File: src/rtl/sli_pkg.sv
// Purpose: Shared constants for the status indicator light block.
// Assumes: 50 MHz mclk; TICK_US is in microseconds, the other times below in milliseconds of the 1 ms tick.
// Notes: Register addresses are word indexes on the plain register port.
package sli_pkg;

    // ==========================================================
    // Timing
    localparam int CLK_HZ = 50_000_000;
    localparam int TICK_US = 1000;
    localparam int TICK_CYC = CLK_HZ / 1_000_000 * TICK_US;
    localparam int ON_MS = 200;
    localparam int OFF_MS = 300;
    localparam int PAUSE_MS = 1500;
    localparam int FLASH_MS = 100;
    localparam int FW_MS = 250;
    localparam int SPD_BASE_MS = 500;
    localparam int SPD_MIN_MS = 25;
    localparam int SPD_SHIFT = 6;

    // ==========================================================
    // Register map
    localparam logic [3:0] ADDR_ERR_EN = 4'h0;
    localparam logic [3:0] ADDR_ERR_STAT = 4'h1;
    localparam logic [3:0] ADDR_IRQ_STAT = 4'h2;
    localparam logic [3:0] ADDR_IRQ_CLR = 4'h3;
    localparam logic [3:0] ADDR_IRQ_EN = 4'h4;
    localparam logic [15:0] ERR_EN_RST = 16'h0000;
    localparam logic [3:0] IRQ_EN_RST = 4'h0;

    // Field positions
    localparam int ERR_STAT_ACT = 15;
    localparam int ERR_STAT_FW = 14;
    localparam int IRQ_ERR = 0;
    localparam int IRQ_MODE = 1;
    localparam int IRQ_NVW = 2;
    localparam int IRQ_FW = 3;

    // ==========================================================
    // Error blink sequencer states
    typedef enum logic [1:0] {
        SQ_IDLE = 2'b00,
        SQ_ON = 2'b01,
        SQ_OFF = 2'b11,
        SQ_PAUSE = 2'b10
    } sli_seq_e;

endpackage : sli_pkg

File: src/rtl/sli_tick.sv
// Purpose: Divides mclk down to a one-cycle 1 ms enable pulse.
// Assumes: DIV fits in 16 bits.
// Notes: All slow timing in the block counts these pulses.
module sli_tick #(
    parameter int DIV = sli_pkg::TICK_CYC
) (
    input wire logic mclk,
    input wire logic rst_n,
    output logic tick
);

    logic [15:0] cnt_reg;
    logic [15:0] cnt_next;
    logic tick_next;

    // ==========================================================
    // Divider
    always_comb begin
        tick_next = (cnt_reg == 16'(DIV - 1));
        cnt_next = tick_next ? 16'h0000 : cnt_reg + 16'h0001;
    end

    always_ff @(posedge mclk or negedge rst_n) begin
        if (!rst_n) begin
            cnt_reg <= 16'h0000;
            tick <= 1'b0;
        end else begin
            cnt_reg <= cnt_next;
            tick <= tick_next;
        end
    end

endmodule : sli_tick

File: src/rtl/sli_blink_seq.sv
// Purpose: Plays a burst of N blinks followed by a pause, repeating.
// Assumes: count is held stable while run is high.
// Notes: Dropping run returns to idle at once, so a cleared error ends the burst.
module sli_blink_seq #(
    parameter int ON_T = sli_pkg::ON_MS,
    parameter int OFF_T = sli_pkg::OFF_MS,
    parameter int PAUSE_T = sli_pkg::PAUSE_MS
) (
    input wire logic mclk,
    input wire logic rst_n,
    input wire logic tick,
    input wire logic run,
    input wire logic [4:0] count,
    output logic blink
);

    sli_pkg::sli_seq_e st_reg, st_next;
    logic [11:0] tmr_reg, tmr_next;
    logic [4:0] left_reg, left_next;

    // ==========================================================
    // Sequencer: ON/OFF pairs until the count is used, then a pause
    always_comb begin
        st_next = st_reg;
        tmr_next = tmr_reg;
        left_next = left_reg;
        if (!run) begin
            st_next = sli_pkg::SQ_IDLE;
        end else if (tick) begin
            tmr_next = tmr_reg + 12'h001;
            unique case (st_reg)
                sli_pkg::SQ_IDLE: begin
                    st_next = sli_pkg::SQ_ON;
                    tmr_next = 12'h000;
                    left_next = count;
                end
                sli_pkg::SQ_ON: begin
                    if (tmr_reg >= 12'(ON_T - 1)) begin
                        tmr_next = 12'h000;
                        left_next = left_reg - 5'h01;
                        st_next = (left_reg == 5'h01) ? sli_pkg::SQ_PAUSE : sli_pkg::SQ_OFF;
                    end
                end
                sli_pkg::SQ_OFF: begin
                    if (tmr_reg >= 12'(OFF_T - 1)) begin
                        tmr_next = 12'h000;
                        st_next = sli_pkg::SQ_ON;
                    end
                end
                sli_pkg::SQ_PAUSE: begin
                    if (tmr_reg >= 12'(PAUSE_T - 1)) begin
                        st_next = sli_pkg::SQ_IDLE;
                    end
                end
            endcase
        end
    end

    always_ff @(posedge mclk or negedge rst_n) begin
        if (!rst_n) begin
            st_reg <= sli_pkg::SQ_IDLE;
            tmr_reg <= 12'h000;
            left_reg <= 5'h00;
            blink <= 1'b0;
        end else begin
            st_reg <= st_next;
            tmr_reg <= tmr_next;
            left_reg <= left_next;
            blink <= (st_next == sli_pkg::SQ_ON);
        end
    end

endmodule : sli_blink_seq

File: src/rtl/sli_status_led.sv
// Purpose: Drives the green/red indicator from motor state and status bits.
// Assumes: All motor inputs come from logic on mclk; no synchronisers needed.
// Notes: Registers sit on a plain port; read data appears the cycle after rd.
//
// The address-and-strobe port and the placing of the registers were chosen for this implementation.
module sli_status_led #(
    parameter int TICK_CYC = sli_pkg::TICK_CYC,
    parameter int ON_T = sli_pkg::ON_MS,
    parameter int OFF_T = sli_pkg::OFF_MS,
    parameter int PAUSE_T = sli_pkg::PAUSE_MS,
    parameter int FLASH_T = sli_pkg::FLASH_MS,
    parameter int FW_T = sli_pkg::FW_MS,
    parameter int SPD_BASE = sli_pkg::SPD_BASE_MS,
    parameter int SPD_MIN = sli_pkg::SPD_MIN_MS,
    parameter int SPD_SHIFT = sli_pkg::SPD_SHIFT
) (
    input wire logic mclk,
    input wire logic rst_n,
    input wire logic [3:0] addr,
    input wire logic [15:0] wdata,
    input wire logic wr,
    input wire logic rd,
    output logic [15:0] rdata,
    output logic irq,
    input wire logic motor_on,
    input wire logic [15:0] speed,
    input wire logic [15:0] torque,
    input wire logic [7:0] mode,
    input wire logic nv_write,
    input wire logic fw_mode,
    input wire logic fw_done,
    input wire logic [15:0] status_bits,
    output logic led_green,
    output logic led_red
);

    logic tick;
    logic err_blink;

    // Register state
    logic [15:0] err_en_reg, err_en_next;
    logic [3:0] irq_stat_reg, irq_stat_next;
    logic [3:0] irq_en_reg, irq_en_next;
    logic [15:0] rdata_next;

    // Motor state tracking
    logic [7:0] mode_prev_reg;
    logic primed_reg;
    logic err_reg, err_next;
    logic [4:0] cause_reg, cause_next;
    logic fw_reg, fw_next;
    logic [11:0] flash_reg, flash_next;
    logic [11:0] mot_cnt_reg, mot_cnt_next;
    logic mot_ph_reg, mot_ph_next;
    logic [11:0] fw_cnt_reg, fw_cnt_next;
    logic fw_ph_reg, fw_ph_next;
    logic [7:0] pwm_reg;

    logic [15:0] err_hits;
    logic mode_chg;
    logic err_rise;
    logic fw_rise;
    logic [15:0] spd_scaled;
    logic [11:0] half_per;
    logic moving;
    logic torque_red;
    logic green_next, red_next;
    logic [4:0] low_idx;

    // ==========================================================
    // Time base and error burst player
    sli_tick #(
        .DIV(TICK_CYC)
    ) u_tick (
        .mclk(mclk),
        .rst_n(rst_n),
        .tick(tick)
    );

    sli_blink_seq #(
        .ON_T(ON_T),
        .OFF_T(OFF_T),
        .PAUSE_T(PAUSE_T)
    ) u_seq (
        .mclk(mclk),
        .rst_n(rst_n),
        .tick(tick),
        .run(err_reg),
        .count(cause_reg),
        .blink(err_blink)
    );

    // ==========================================================
    // Error detection
    // Only bits enabled in the error enable register may force error state
    always_comb begin
        err_hits = status_bits & err_en_reg;
        err_next = |err_hits;
        err_rise = err_next & ~err_reg;
        // Lowest bit wins so the count is stable when several bits fire
        low_idx = 5'h00;
        for (int i = 15; i >= 0; i--) begin
            if (err_hits[i]) begin
                low_idx = 5'(i);
            end
        end
        // Bit n reports as n+1 blinks, covering every cause code
        cause_next = err_rise ? low_idx + 5'h01 : cause_reg;
    end

    // ==========================================================
    // Events: mode change, store write, firmware entry
    always_comb begin
        mode_chg = primed_reg && (mode != mode_prev_reg);
        fw_rise = fw_mode & ~fw_reg;
        // Firmware state holds until the upgrade completes or reset
        fw_next = fw_reg;
        if (fw_mode) begin
            fw_next = 1'b1;
        end else if (fw_done) begin
            fw_next = 1'b0;
        end
        // A mode change or store write restarts the flash rather than queueing another
        flash_next = flash_reg;
        if (mode_chg || nv_write) begin
            flash_next = 12'(FLASH_T);
        end else if (tick && flash_reg != 12'h000) begin
            flash_next = flash_reg - 12'h001;
        end
    end

    // ==========================================================
    // Motion blink rate and torque colour mix
    always_comb begin
        moving = motor_on && (speed != 16'h0000 || torque != 16'h0000);
        // Half period shrinks with speed, floored so the blink stays visible
        spd_scaled = speed >> SPD_SHIFT;
        if (spd_scaled >= 16'(SPD_BASE - SPD_MIN)) begin
            half_per = 12'(SPD_MIN);
        end else begin
            half_per = 12'(SPD_BASE) - spd_scaled[11:0];
        end
        mot_cnt_next = mot_cnt_reg;
        mot_ph_next = mot_ph_reg;
        if (!moving) begin
            mot_cnt_next = 12'h000;
            mot_ph_next = 1'b1;
        end else if (tick) begin
            if (mot_cnt_reg + 12'h001 >= half_per) begin
                mot_cnt_next = 12'h000;
                mot_ph_next = ~mot_ph_reg;
            end else begin
                mot_cnt_next = mot_cnt_reg + 12'h001;
            end
        end
        // Red share of each lit period follows the torque high byte
        torque_red = (torque[15:8] > pwm_reg);
        fw_cnt_next = fw_cnt_reg;
        fw_ph_next = fw_ph_reg;
        if (!fw_reg) begin
            fw_cnt_next = 12'h000;
            fw_ph_next = 1'b0;
        end else if (tick) begin
            if (fw_cnt_reg >= 12'(FW_T - 1)) begin
                fw_cnt_next = 12'h000;
                fw_ph_next = ~fw_ph_reg;
            end else begin
                fw_cnt_next = fw_cnt_reg + 12'h001;
            end
        end
    end

    // ==========================================================
    // Indicator selection, firmware over error over flash over motion
    always_comb begin
        if (fw_reg) begin
            green_next = ~fw_ph_reg;
            red_next = fw_ph_reg;
        end else if (err_reg) begin
            // Red stays lit; each blink adds green to read as yellow
            green_next = err_blink;
            red_next = 1'b1;
        end else if (flash_reg != 12'h000) begin
            green_next = 1'b0;
            red_next = 1'b1;
        end else if (moving) begin
            green_next = mot_ph_reg & ~torque_red;
            red_next = mot_ph_reg & torque_red;
        end else begin
            green_next = 1'b1;
            red_next = 1'b0;
        end
    end

    // ==========================================================
    // Register port and interrupt status
    always_comb begin
        err_en_next = err_en_reg;
        irq_en_next = irq_en_reg;
        irq_stat_next = irq_stat_reg;
        if (wr && addr == sli_pkg::ADDR_ERR_EN) begin
            err_en_next = wdata;
        end
        if (wr && addr == sli_pkg::ADDR_IRQ_EN) begin
            irq_en_next = wdata[3:0];
        end
        if (wr && addr == sli_pkg::ADDR_IRQ_CLR) begin
            irq_stat_next = irq_stat_reg & ~wdata[3:0];
        end
        // Sets come after the clear so a same-cycle event is kept
        if (err_rise) irq_stat_next[sli_pkg::IRQ_ERR] = 1'b1;
        if (mode_chg) irq_stat_next[sli_pkg::IRQ_MODE] = 1'b1;
        if (nv_write) irq_stat_next[sli_pkg::IRQ_NVW] = 1'b1;
        if (fw_rise) irq_stat_next[sli_pkg::IRQ_FW] = 1'b1;
        rdata_next = 16'h0000;
        if (rd) begin
            unique case (addr)
                sli_pkg::ADDR_ERR_EN: rdata_next = err_en_reg;
                sli_pkg::ADDR_ERR_STAT: begin
                    rdata_next[sli_pkg::ERR_STAT_ACT] = err_reg;
                    rdata_next[sli_pkg::ERR_STAT_FW] = fw_reg;
                    rdata_next[4:0] = cause_reg;
                end
                sli_pkg::ADDR_IRQ_STAT: rdata_next[3:0] = irq_stat_reg;
                sli_pkg::ADDR_IRQ_EN: rdata_next[3:0] = irq_en_reg;
                default: rdata_next = 16'h0000; // Unmapped and write-only read zero
            endcase
        end
    end

    // ==========================================================
    // State registers
    always_ff @(posedge mclk or negedge rst_n) begin
        if (!rst_n) begin
            err_en_reg <= sli_pkg::ERR_EN_RST;
            irq_en_reg <= sli_pkg::IRQ_EN_RST;
            irq_stat_reg <= 4'h0;
            rdata <= 16'h0000;
            irq <= 1'b0;
            mode_prev_reg <= 8'h00;
            primed_reg <= 1'b0;
            err_reg <= 1'b0;
            cause_reg <= 5'h00;
            fw_reg <= 1'b0;
            flash_reg <= 12'h000;
            mot_cnt_reg <= 12'h000;
            mot_ph_reg <= 1'b1;
            fw_cnt_reg <= 12'h000;
            fw_ph_reg <= 1'b0;
            pwm_reg <= 8'h00;
            led_green <= 1'b0;
            led_red <= 1'b0;
        end else begin
            err_en_reg <= err_en_next;
            irq_en_reg <= irq_en_next;
            irq_stat_reg <= irq_stat_next;
            rdata <= rdata_next;
            irq <= |(irq_stat_next & irq_en_next);
            mode_prev_reg <= mode;
            primed_reg <= 1'b1; // First cycle only captures the mode
            err_reg <= err_next;
            cause_reg <= cause_next;
            fw_reg <= fw_next;
            flash_reg <= flash_next;
            mot_cnt_reg <= mot_cnt_next;
            mot_ph_reg <= mot_ph_next;
            fw_cnt_reg <= fw_cnt_next;
            fw_ph_reg <= fw_ph_next;
            pwm_reg <= pwm_reg + 8'h01;
            led_green <= green_next;
            led_red <= red_next;
        end
    end

endmodule : sli_status_led

File: config.mk
export PLATFORM = sky130hd
export DESIGN_NAME = sli_status_led
export DESIGN_NICKNAME = d
export VERILOG_FILES = /design/src/rtl/sli_pkg.sv /design/src/rtl/sli_tick.sv /design/src/rtl/sli_blink_seq.sv /design/src/rtl/sli_status_led.sv
export SDC_FILE = /design/constraint.sdc
export NUM_CORES = 1
export LEC_CHECK = 0
export BUFFER_PORTS_ARGS = -buffer_cell sky130_fd_sc_hd__buf_2
export CORE_ASPECT_RATIO = 1.5
export CORE_UTILIZATION = 31
export CTS_BUF_LIST = sky130_fd_sc_hd__clkbuf_4 sky130_fd_sc_hd__clkbuf_8 sky130_fd_sc_hd__clkbuf_16
export DETAILED_ROUTE_END_ITERATION = 16
export PLACE_DENSITY_LB_ADDON = 0.1
export SETUP_SLACK_MARGIN = 0.02
export SYNTH_ARGS = -nofsm -noshare
export SYNTH_HDL_FRONTEND = slang
export SYNTH_SLANG_ARGS = --single-unit
export TNS_END_PERCENT = 20
File: constraint.sdc
create_clock -name mclk -period 3.4 [get_ports mclk]
set_clock_uncertainty 0.05 [all_clocks]
set_input_delay 1.02 -clock mclk [delete_from_list [all_inputs] [get_ports mclk]]
set_output_delay 1.02 -clock mclk [all_outputs]
set_load 0.1 [all_outputs]
==> results of run 1 <==
## synthesized netlist by cell type, drive strengths merged, types with 4 or more instances
cell | number | share of area
a211oi | 4 | 0.0040
a21o | 9 | 0.0090
a21oi | 37 | 0.025
a22o | 11 | 0.013
a22oi | 12 | 0.012
a31oi | 12 | 0.010
and2 | 4 | 0.0033
and3 | 26 | 0.022
clkbuf | 19 | 0.0095
dfrtp | 141 | 0.47
ha | 33 | 0.055
inv | 29 | 0.015
mux2 | 21 | 0.032
nand2 | 81 | 0.041
nand2b | 10 | 0.0084
nand3 | 42 | 0.028
nand3b | 4 | 0.0040
nand4 | 6 | 0.0050
nor2 | 62 | 0.031
nor2b | 12 | 0.010
nor3 | 16 | 0.011
nor4 | 15 | 0.013
o211ai | 4 | 0.0040
o21a | 5 | 0.0050
o21ai | 32 | 0.021
or3 | 6 | 0.0050
xnor2 | 25 | 0.029
xor2 | 34 | 0.040
## layout make-up
cell class	instances	share of cell area
tap	319	0.04383
clock buffer	25	0.05606
multi-input combinational	572	0.4119
inverter	29	0.01195
sequential	142	0.3904
clock inverter	6	0.01429
timing repair buffer	115	0.07159
## power by group
part | leakage, nW | switching (mW) | total [mW] | internal [mW]
Combinational | 2.08 | 0.397 | 0.654 | 0.258
Sequential | 1.82 | 0.118 | 1.94 | 1.82
Clock | 0.321 | 0.686 | 2.02 | 1.33
Total | 4.23 | 1.20 | 4.61 | 3.41
## logic make-up (layout without fill, tap and decap cells)
| group | after synthesis | count (layout) | share of synthesized area |
|---|---|---|---|
| mux | 23 | 23 | 0.03431 |
| compound gates | 150 | 150 | 0.1331 |
| xor+xnor | 59 | 59 | 0.06912 |
| other cells | 1 | 4 | 0.0005016 |
| fa+ha+maj | 34 | 34 | 0.05657 |
| flops | 142 | 142 | 0.4755 |
| buf+inv | 50 | 175 | 0.02711 |
| simple gates | 302 | 302 | 0.2039 |
## final timing paths
path,cells after the start,startpoint,end
max in group asynchronous,2,rst_n,u_seq.tmr_reg[4]
worst max-delay path,14,speed[6],mot_cnt_reg[5]
min in group asynchronous,1,rst_n,mode_prev_reg[6]
worst min register to register,1,pwm_reg[4],pwm_reg[4]
worst min-delay path,1,pwm_reg[4],pwm_reg[4]
worst max register to register,13,mot_cnt_reg[0],mot_ph_reg
## layer usage
layer | part of all wire | wire (um) | GRT usage | vias to the layer above
met5 | 0 | 0 | 0 | -
met4 | 0.014 | 240 | 0.05520 | 0
met3 | 0.038 | 658 | 0.03175 | 14
met2 | 0.52 | 9135 | 0.2755 | 134
met1 | 0.42 | 7386 | 0.1694 | 2770
li1 | - | - | - | 2932
## placed cells by master (no fill, tap or decap), drive strengths merged, types with 15 or more instances in the layout
cell type  instances
buf              115
o21ai             32
xnor2             25
ha                33
xor2              34
mux2              21
dfrtp            141
nand3             42
nor2              62
nor4              15
nor3              16
nand2             81
clkbuf            25
and3              26
a21oi             37
inv               29
## through the flow
step / util / TNS, ps / hold WS (ps) / power (mW) / instances
after global routing: 0.3850 / 0 / 449.6 / 4.849 / 1208
after floorplan: - / 0 / 396.5 / 2.383 / 764
after CTS: 0.3850 / 0 / 425.9 / 4.694 / 1208
after global placement: 0.3579 / -759.1 / 410.6 / 2.633 / 1177
after detailed placement: 0.3579 / -429.6 / 413.2 / 2.633 / 1177
final: 0.3850 / 0 / 418.1 / 4.610 / 1208
## worst max-delay path: stages
cell                       delay [ps]
sky130_fd_sc_hd__buf_2            100
sky130_fd_sc_hd__inv_1             50
sky130_fd_sc_hd__ha_1             200
sky130_fd_sc_hd__nor2b_1          200
sky130_fd_sc_hd__o211ai_1         140
sky130_fd_sc_hd__xor2_1           150
sky130_fd_sc_hd__nand2_1           80
sky130_fd_sc_hd__ha_1             190
sky130_fd_sc_hd__a211oi_1         300
sky130_fd_sc_hd__nand4b_1         190
sky130_fd_sc_hd__o31ai_4          300
sky130_fd_sc_hd__buf_12           180
sky130_fd_sc_hd__nand3_1           80
sky130_fd_sc_hd__a31oi_1          180
==> summary.md, run 1 <==
## Run status
• completed — outcome

## Yosys
• 142 — flip-flop and latch count after synthesis
• sky130_fd_sc_hd__dfrtp_1 — top_reg_cell synth
• 9.824 sq um — syn avg cell area
• 66 — post-synthesis cell type count
• 761 — synthesized netlist cell count
• 0 — number of synthesized flops with an enable pin
• 1.000 — share of flip-flops with an asynchronous set or reset
• 0.4755 — Seq/Total Area, Yosys
• 7476 sq um — synthesized area
• 0 — number of warnings issued by yosys

## Worst setup path
• 17 — top fanout value on the critical path
• 400 ps — reg2reg setup slack
• 3350 ps — data arrival at the endpoint of the critical path
• primary input — Startpoint Class
• flip-flop — category of the worst setup path capture point
• 3690 ps — critical path data required time
• in2reg — WS Path Type

## Timing
• 339.2 ps — PnR worst setup slack
• 0.9002 — period utilization
• 0.4613 — Relative slew margins
• 804.2 ps — Worst-Margin Slew
• false — setup repair after global routing missed its margin
• 0 — Final Hold Fails
• 0 — final number of setup-violating endpoints
• 0.3267 GHz — maximum clock frequency
• 3061 ps — final worst path period need
• 0 — Final Max Tran Viols

## Clock tree
• done — clock tree from TritonCTS
• 2 — Bufs on Longest Clock Path
• 0 — Hold Buf Count CTS
• 17 — number of buffers added by the clock tree synthesis step
• 60 ps — clock-pin slew reported for the worst setup and hold paths after clock tree synthesis
• 420 ps — clock latency on the worst-skew pair
• 142 — number of clock sinks
• 4 — number of levels the H-tree was split into
• 0 — post-CTS setup buffer count
• sky130_fd_sc_hd__clkbuf_16 — clock root buffer
• 0 — number of gates given a new drive strength after cts

## Power and ir drop
• 0.2935 mV — VDD IR-drop max
• 506.3 nW/um^2 — power density relative to cell area
• 4.225 nW — static leakage

## Route
• 4 — detailed-routing iteration count for the pre-antenna-repair pass
• 5850 — via count
• 0 — count of antenna-violating nets left after detailed routing
• 17.42 mm — wirelength, routed
• 213 — Iter 0 DRT Violations
• 4.843 — vias per std cell
• 0 — drc violations
• 14.42 um — WL/cell

## Layout
• 3555 sq um — FF+latch area
• 3751 sq um — combined area of the multi-input logic cells
• 994 — Layout Nets
• 21.81% — layout overhead on the synthesized area
• 2448 — layout filler cell count
• 9106 sq um — Non-Filler Cell Area, Final
• 0.2013 — ratio of cells with drive above 1 in the final layout
• 0 — antenna diode count

## Global route
• 28.86 mm — global-route wire length before repair
• 6064 — via count of the first global-routing pass
• 0 — GR Overflow Total
• 0.1505 — total track usage
• 0 — antenna violations before repair
• 55 — pin count of the biggest net entering global routing

## Worst hold path
• reg2reg — hold crit path type

## Floorplan
• 192.2 um — die outline height
• 23660 sq um — Placeable Area
• 69 — cell row count
• 128.8 um — Die X-Extent
• 24750 sq um — DIE AREA
• 103 — Top-Level Pins
• 0.3160 — starting density of the core

## Place
• 12.82 mm — total half-perimeter wirelength after legalization and detailed placement
• 8466 sq um — post-detailed-placement cell area
• 102 — number of I/O port buffers
• -72.97 ps — Placement Setup Slack
• 0.7608 — placer congestion estimate

## Job
• 0 — number of maximum-capacitance constraint violations

Power figures use the tool's default switching activity.
==> run 2: changes to the inputs <==
Clock period 3.4 ns to 2.9 ns, I/O delays scaled along.
==> summary.md, run 2 (same netlist as run 1, synthesis figures left out) <==
## Floorplan
• 23660 sq um — Placeable Area, unchanged
• 103 — Top-Level Pins, unchanged
• 69 — cell row count, unchanged
• 192.2 um — die outline height, unchanged
• 24750 sq um — DIE AREA, unchanged
• 128.8 um — Die X-Extent, unchanged
• 0.3160 — starting density of the core, unchanged

## Worst setup path
• 3200 ps — critical path data required time, -490 ps
• primary input — Startpoint Class
• 3120 ps — data arrival at the endpoint of the critical path, -230 ps
• flip-flop — category of the worst setup path capture point
• 17 — top fanout value on the critical path, unchanged
• in2reg — WS Path Type

## Power and ir drop
• 4.386 nW — static leakage, +3.8%
• 1.481 mW — total net switching power, +23%
• 0.3873 mV — VDD IR-drop max, +32%
• 0.420 — Clock power frac, -0.018
• 0.2799 — switching share of total power, +0.01955
• 561.0 nW/um^2 — power density relative to cell area, +11%
• 3.811 mW — internal power component, +12%
• 0.152 — combinational group share of total power, +0.010
• 0.429 — register share of total power, +0.009

## Place
• 1210 — cell count after placement, +2.8%
• 13.27 mm — total half-perimeter wirelength after legalization and detailed placement, +3.4%
• 102 — number of I/O port buffers, unchanged
• 0.7565 — placer congestion estimate, -0.57%

## Timing
• 0 — Final Max Tran Viols, unchanged
• 0 — Final Hold Fails, unchanged
• 0.6636 — Relative slew margins, +0.2022
• 2815 ps — final worst path period need
• true — setup repair after global routing missed its margin
• 0 — final number of setup-violating endpoints, unchanged
• 500.8 ps — Worst-Margin Slew, -303.4 ps
• 329.5 ps — Hold WS, -88.60 ps
• 0.9707 — period utilization
• 0.3552 GHz — maximum clock frequency

## Layout
• sky130_fd_sc_hd__dfrtp_1 — most common cell after layout, fill and taps aside
• 1242 — non-filler cells in the finished layout, +2.8%
• 0.2492 — ratio of cells with drive above 1 in the final layout, +0.04784
• 3555 sq um — FF+latch area, unchanged
• 0.3987 — share of the core filled with cells in the final layout, +0.01375
• 1027 — Layout Nets, +3.3%
• 141 x sky130_fd_sc_hd__dfrtp_1, 99 x sky130_fd_sc_hd__buf_2, 81 x sky130_fd_sc_hd__nand2_1 — commonest cells after routing, fill and taps aside
• 2425 — layout filler cell count, -0.94%
• 0 — antenna diode count, unchanged
• 3849 sq um — combined area of the multi-input logic cells, +2.6%
• 26.16% — layout overhead on the synthesized area

## Global route
• 29.66 mm — global-route wire length before repair, +2.8%
• 46 — pin count of the biggest net entering global routing, -16%
• 6160 — via count of the first global-routing pass, +1.6%
• 0 — antenna violations before repair, unchanged
• 0 — GR Overflow Total, unchanged
• 0.1542 — total track usage, +0.003748

## Clock tree
• 430 ps — clock latency on the worst-skew pair, about the same
• 17 — number of buffers added by the clock tree synthesis step, unchanged
• 4 — number of levels the H-tree was split into, unchanged
• 142 — number of clock sinks, unchanged
• 70 ps — clock-pin slew reported for the worst setup and hold paths after clock tree synthesis, about the same
• sky130_fd_sc_hd__clkbuf_16 — clock root buffer
• done — clock tree from TritonCTS
• 2 — Bufs on Longest Clock Path, unchanged

## Job
• 0 — number of maximum-capacitance constraint violations, unchanged

## Route
• 4.805 — vias per std cell, -0.78%
• 17.79 mm — wirelength, routed, +2.1%
• 5968 — via count, +2.0%
• 14.33 um — WL/cell, -0.65%
• 0 — count of antenna-violating nets left after detailed routing, unchanged
• 229 — Iter 0 DRT Violations, +7.5%
• 4 — detailed-routing iteration count for the pre-antenna-repair pass, unchanged
• 0 — drc violations, unchanged

## Worst hold path
• in2async — hold crit path type

## Run status
• completed — outcome

-- run 2: cell types whose count changed in the layout (fill, tap and decap cells not counted), sizes merged --
| cell | previous run | this run |
|---|---|---|
| inv | 29 | 31 |
| buf | 115 | 148 |
| clkinvlp | 0 | 4 |
| clkinv | 2 | 3 |
| bufinv | 4 | 2 |
| clkbuf | 25 | 21 |
-- run 2: worst max-delay path, stage by stage --
cell and delay (ps):
sky130_fd_sc_hd__buf_8 100, sky130_fd_sc_hd__ha_4 140, sky130_fd_sc_hd__o211ai_1 150, sky130_fd_sc_hd__nand2b_1 90, sky130_fd_sc_hd__a41oi_2 230, sky130_fd_sc_hd__nand2_1 140, sky130_fd_sc_hd__ha_4 230, sky130_fd_sc_hd__a211oi_2 250
sky130_fd_sc_hd__nand4b_1 180, sky130_fd_sc_hd__o31ai_4 290, sky130_fd_sc_hd__buf_12 180, sky130_fd_sc_hd__nand4b_1 100, sky130_fd_sc_hd__a31oi_1 160
-- run 2: per-layer routing --
layer | share of wire | GRT usage | vias to the layer above
li1 | - | - | 3001
met5 | 0 | 0 | -
met1 | 0.42 | 0.1711 | 2859
met2 | 0.54 | 0.2861 | 90
met4 | 0.014 | 0.05475 | 0
met3 | 0.028 | 0.03259 | 18
-- run 2: area by class of cell --
type	instances	area share
multi-input cells	572	0.4081
flip-flops and latches	142	0.3769
repair buffers	148	0.09711
clock buffers	21	0.05028
well taps	319	0.04232
clock inverters	11	0.01380
inverters	29	0.01154
-- run 2: final timing paths --
| kind | from | to | slack, ps | depth (start not counted) |
|---|---|---|---|---|
| setup / recovery | speed[6] | mot_cnt_reg[2] | 90 | 13 |
| hold / removal | rst_n | u_seq.tmr_reg[3] | 330 | 1 |
| setup reg to reg | mot_cnt_reg[0] | mot_cnt_reg[2] | 160 | 12 |
| hold reg to reg | pwm_reg[5] | pwm_reg[5] | 420 | 1 |
| max in group asynchronous | rst_n | u_tick.cnt_reg[7] | 1860 | 2 |
| min in group mclk | pwm_reg[5] | pwm_reg[5] | 420 | 1 |
-- run 2: per-stage QoR --
| step | setup slack, ps | TNS (ps) | area, sq um | power [mW] |
|---|---|---|---|---|
| final | 85.05 | 0 | 9432 | 5.292 |
| after global routing | -56.37 | -127.6 | 9432 | 5.547 |
| after CTS | 30.13 | 0 | 9353 | 5.380 |
| after detailed placement | -442.9 | -5096 | 8748 | 3.115 |
| after global placement | -388.3 | -4508 | 8748 | 3.109 |
| after floorplan | -194.3 | -1992 | 7553 | 2.796 |
-- run 2: power by group through the flow --
stage                     clock network (mW)  logic [mW]  registers (mW)
after global placement                     0       0.804            2.30
after floorplan                            0       0.410            2.39
after global routing                    2.36       0.900            2.29
final                                   2.22       0.803            2.27
after detailed placement                   0       0.811            2.30
after CTS                               2.30       0.814            2.27
-- run 2: repair_timing --
action | 4_1_cts | 5_1_grt
hold buffers | 0 | 0
buffers inserted | 0 | 0
hold endpoints to repair | 0 | 0
setup endpoints to repair | 0 | 13
gates resized for setup | 0 | 18
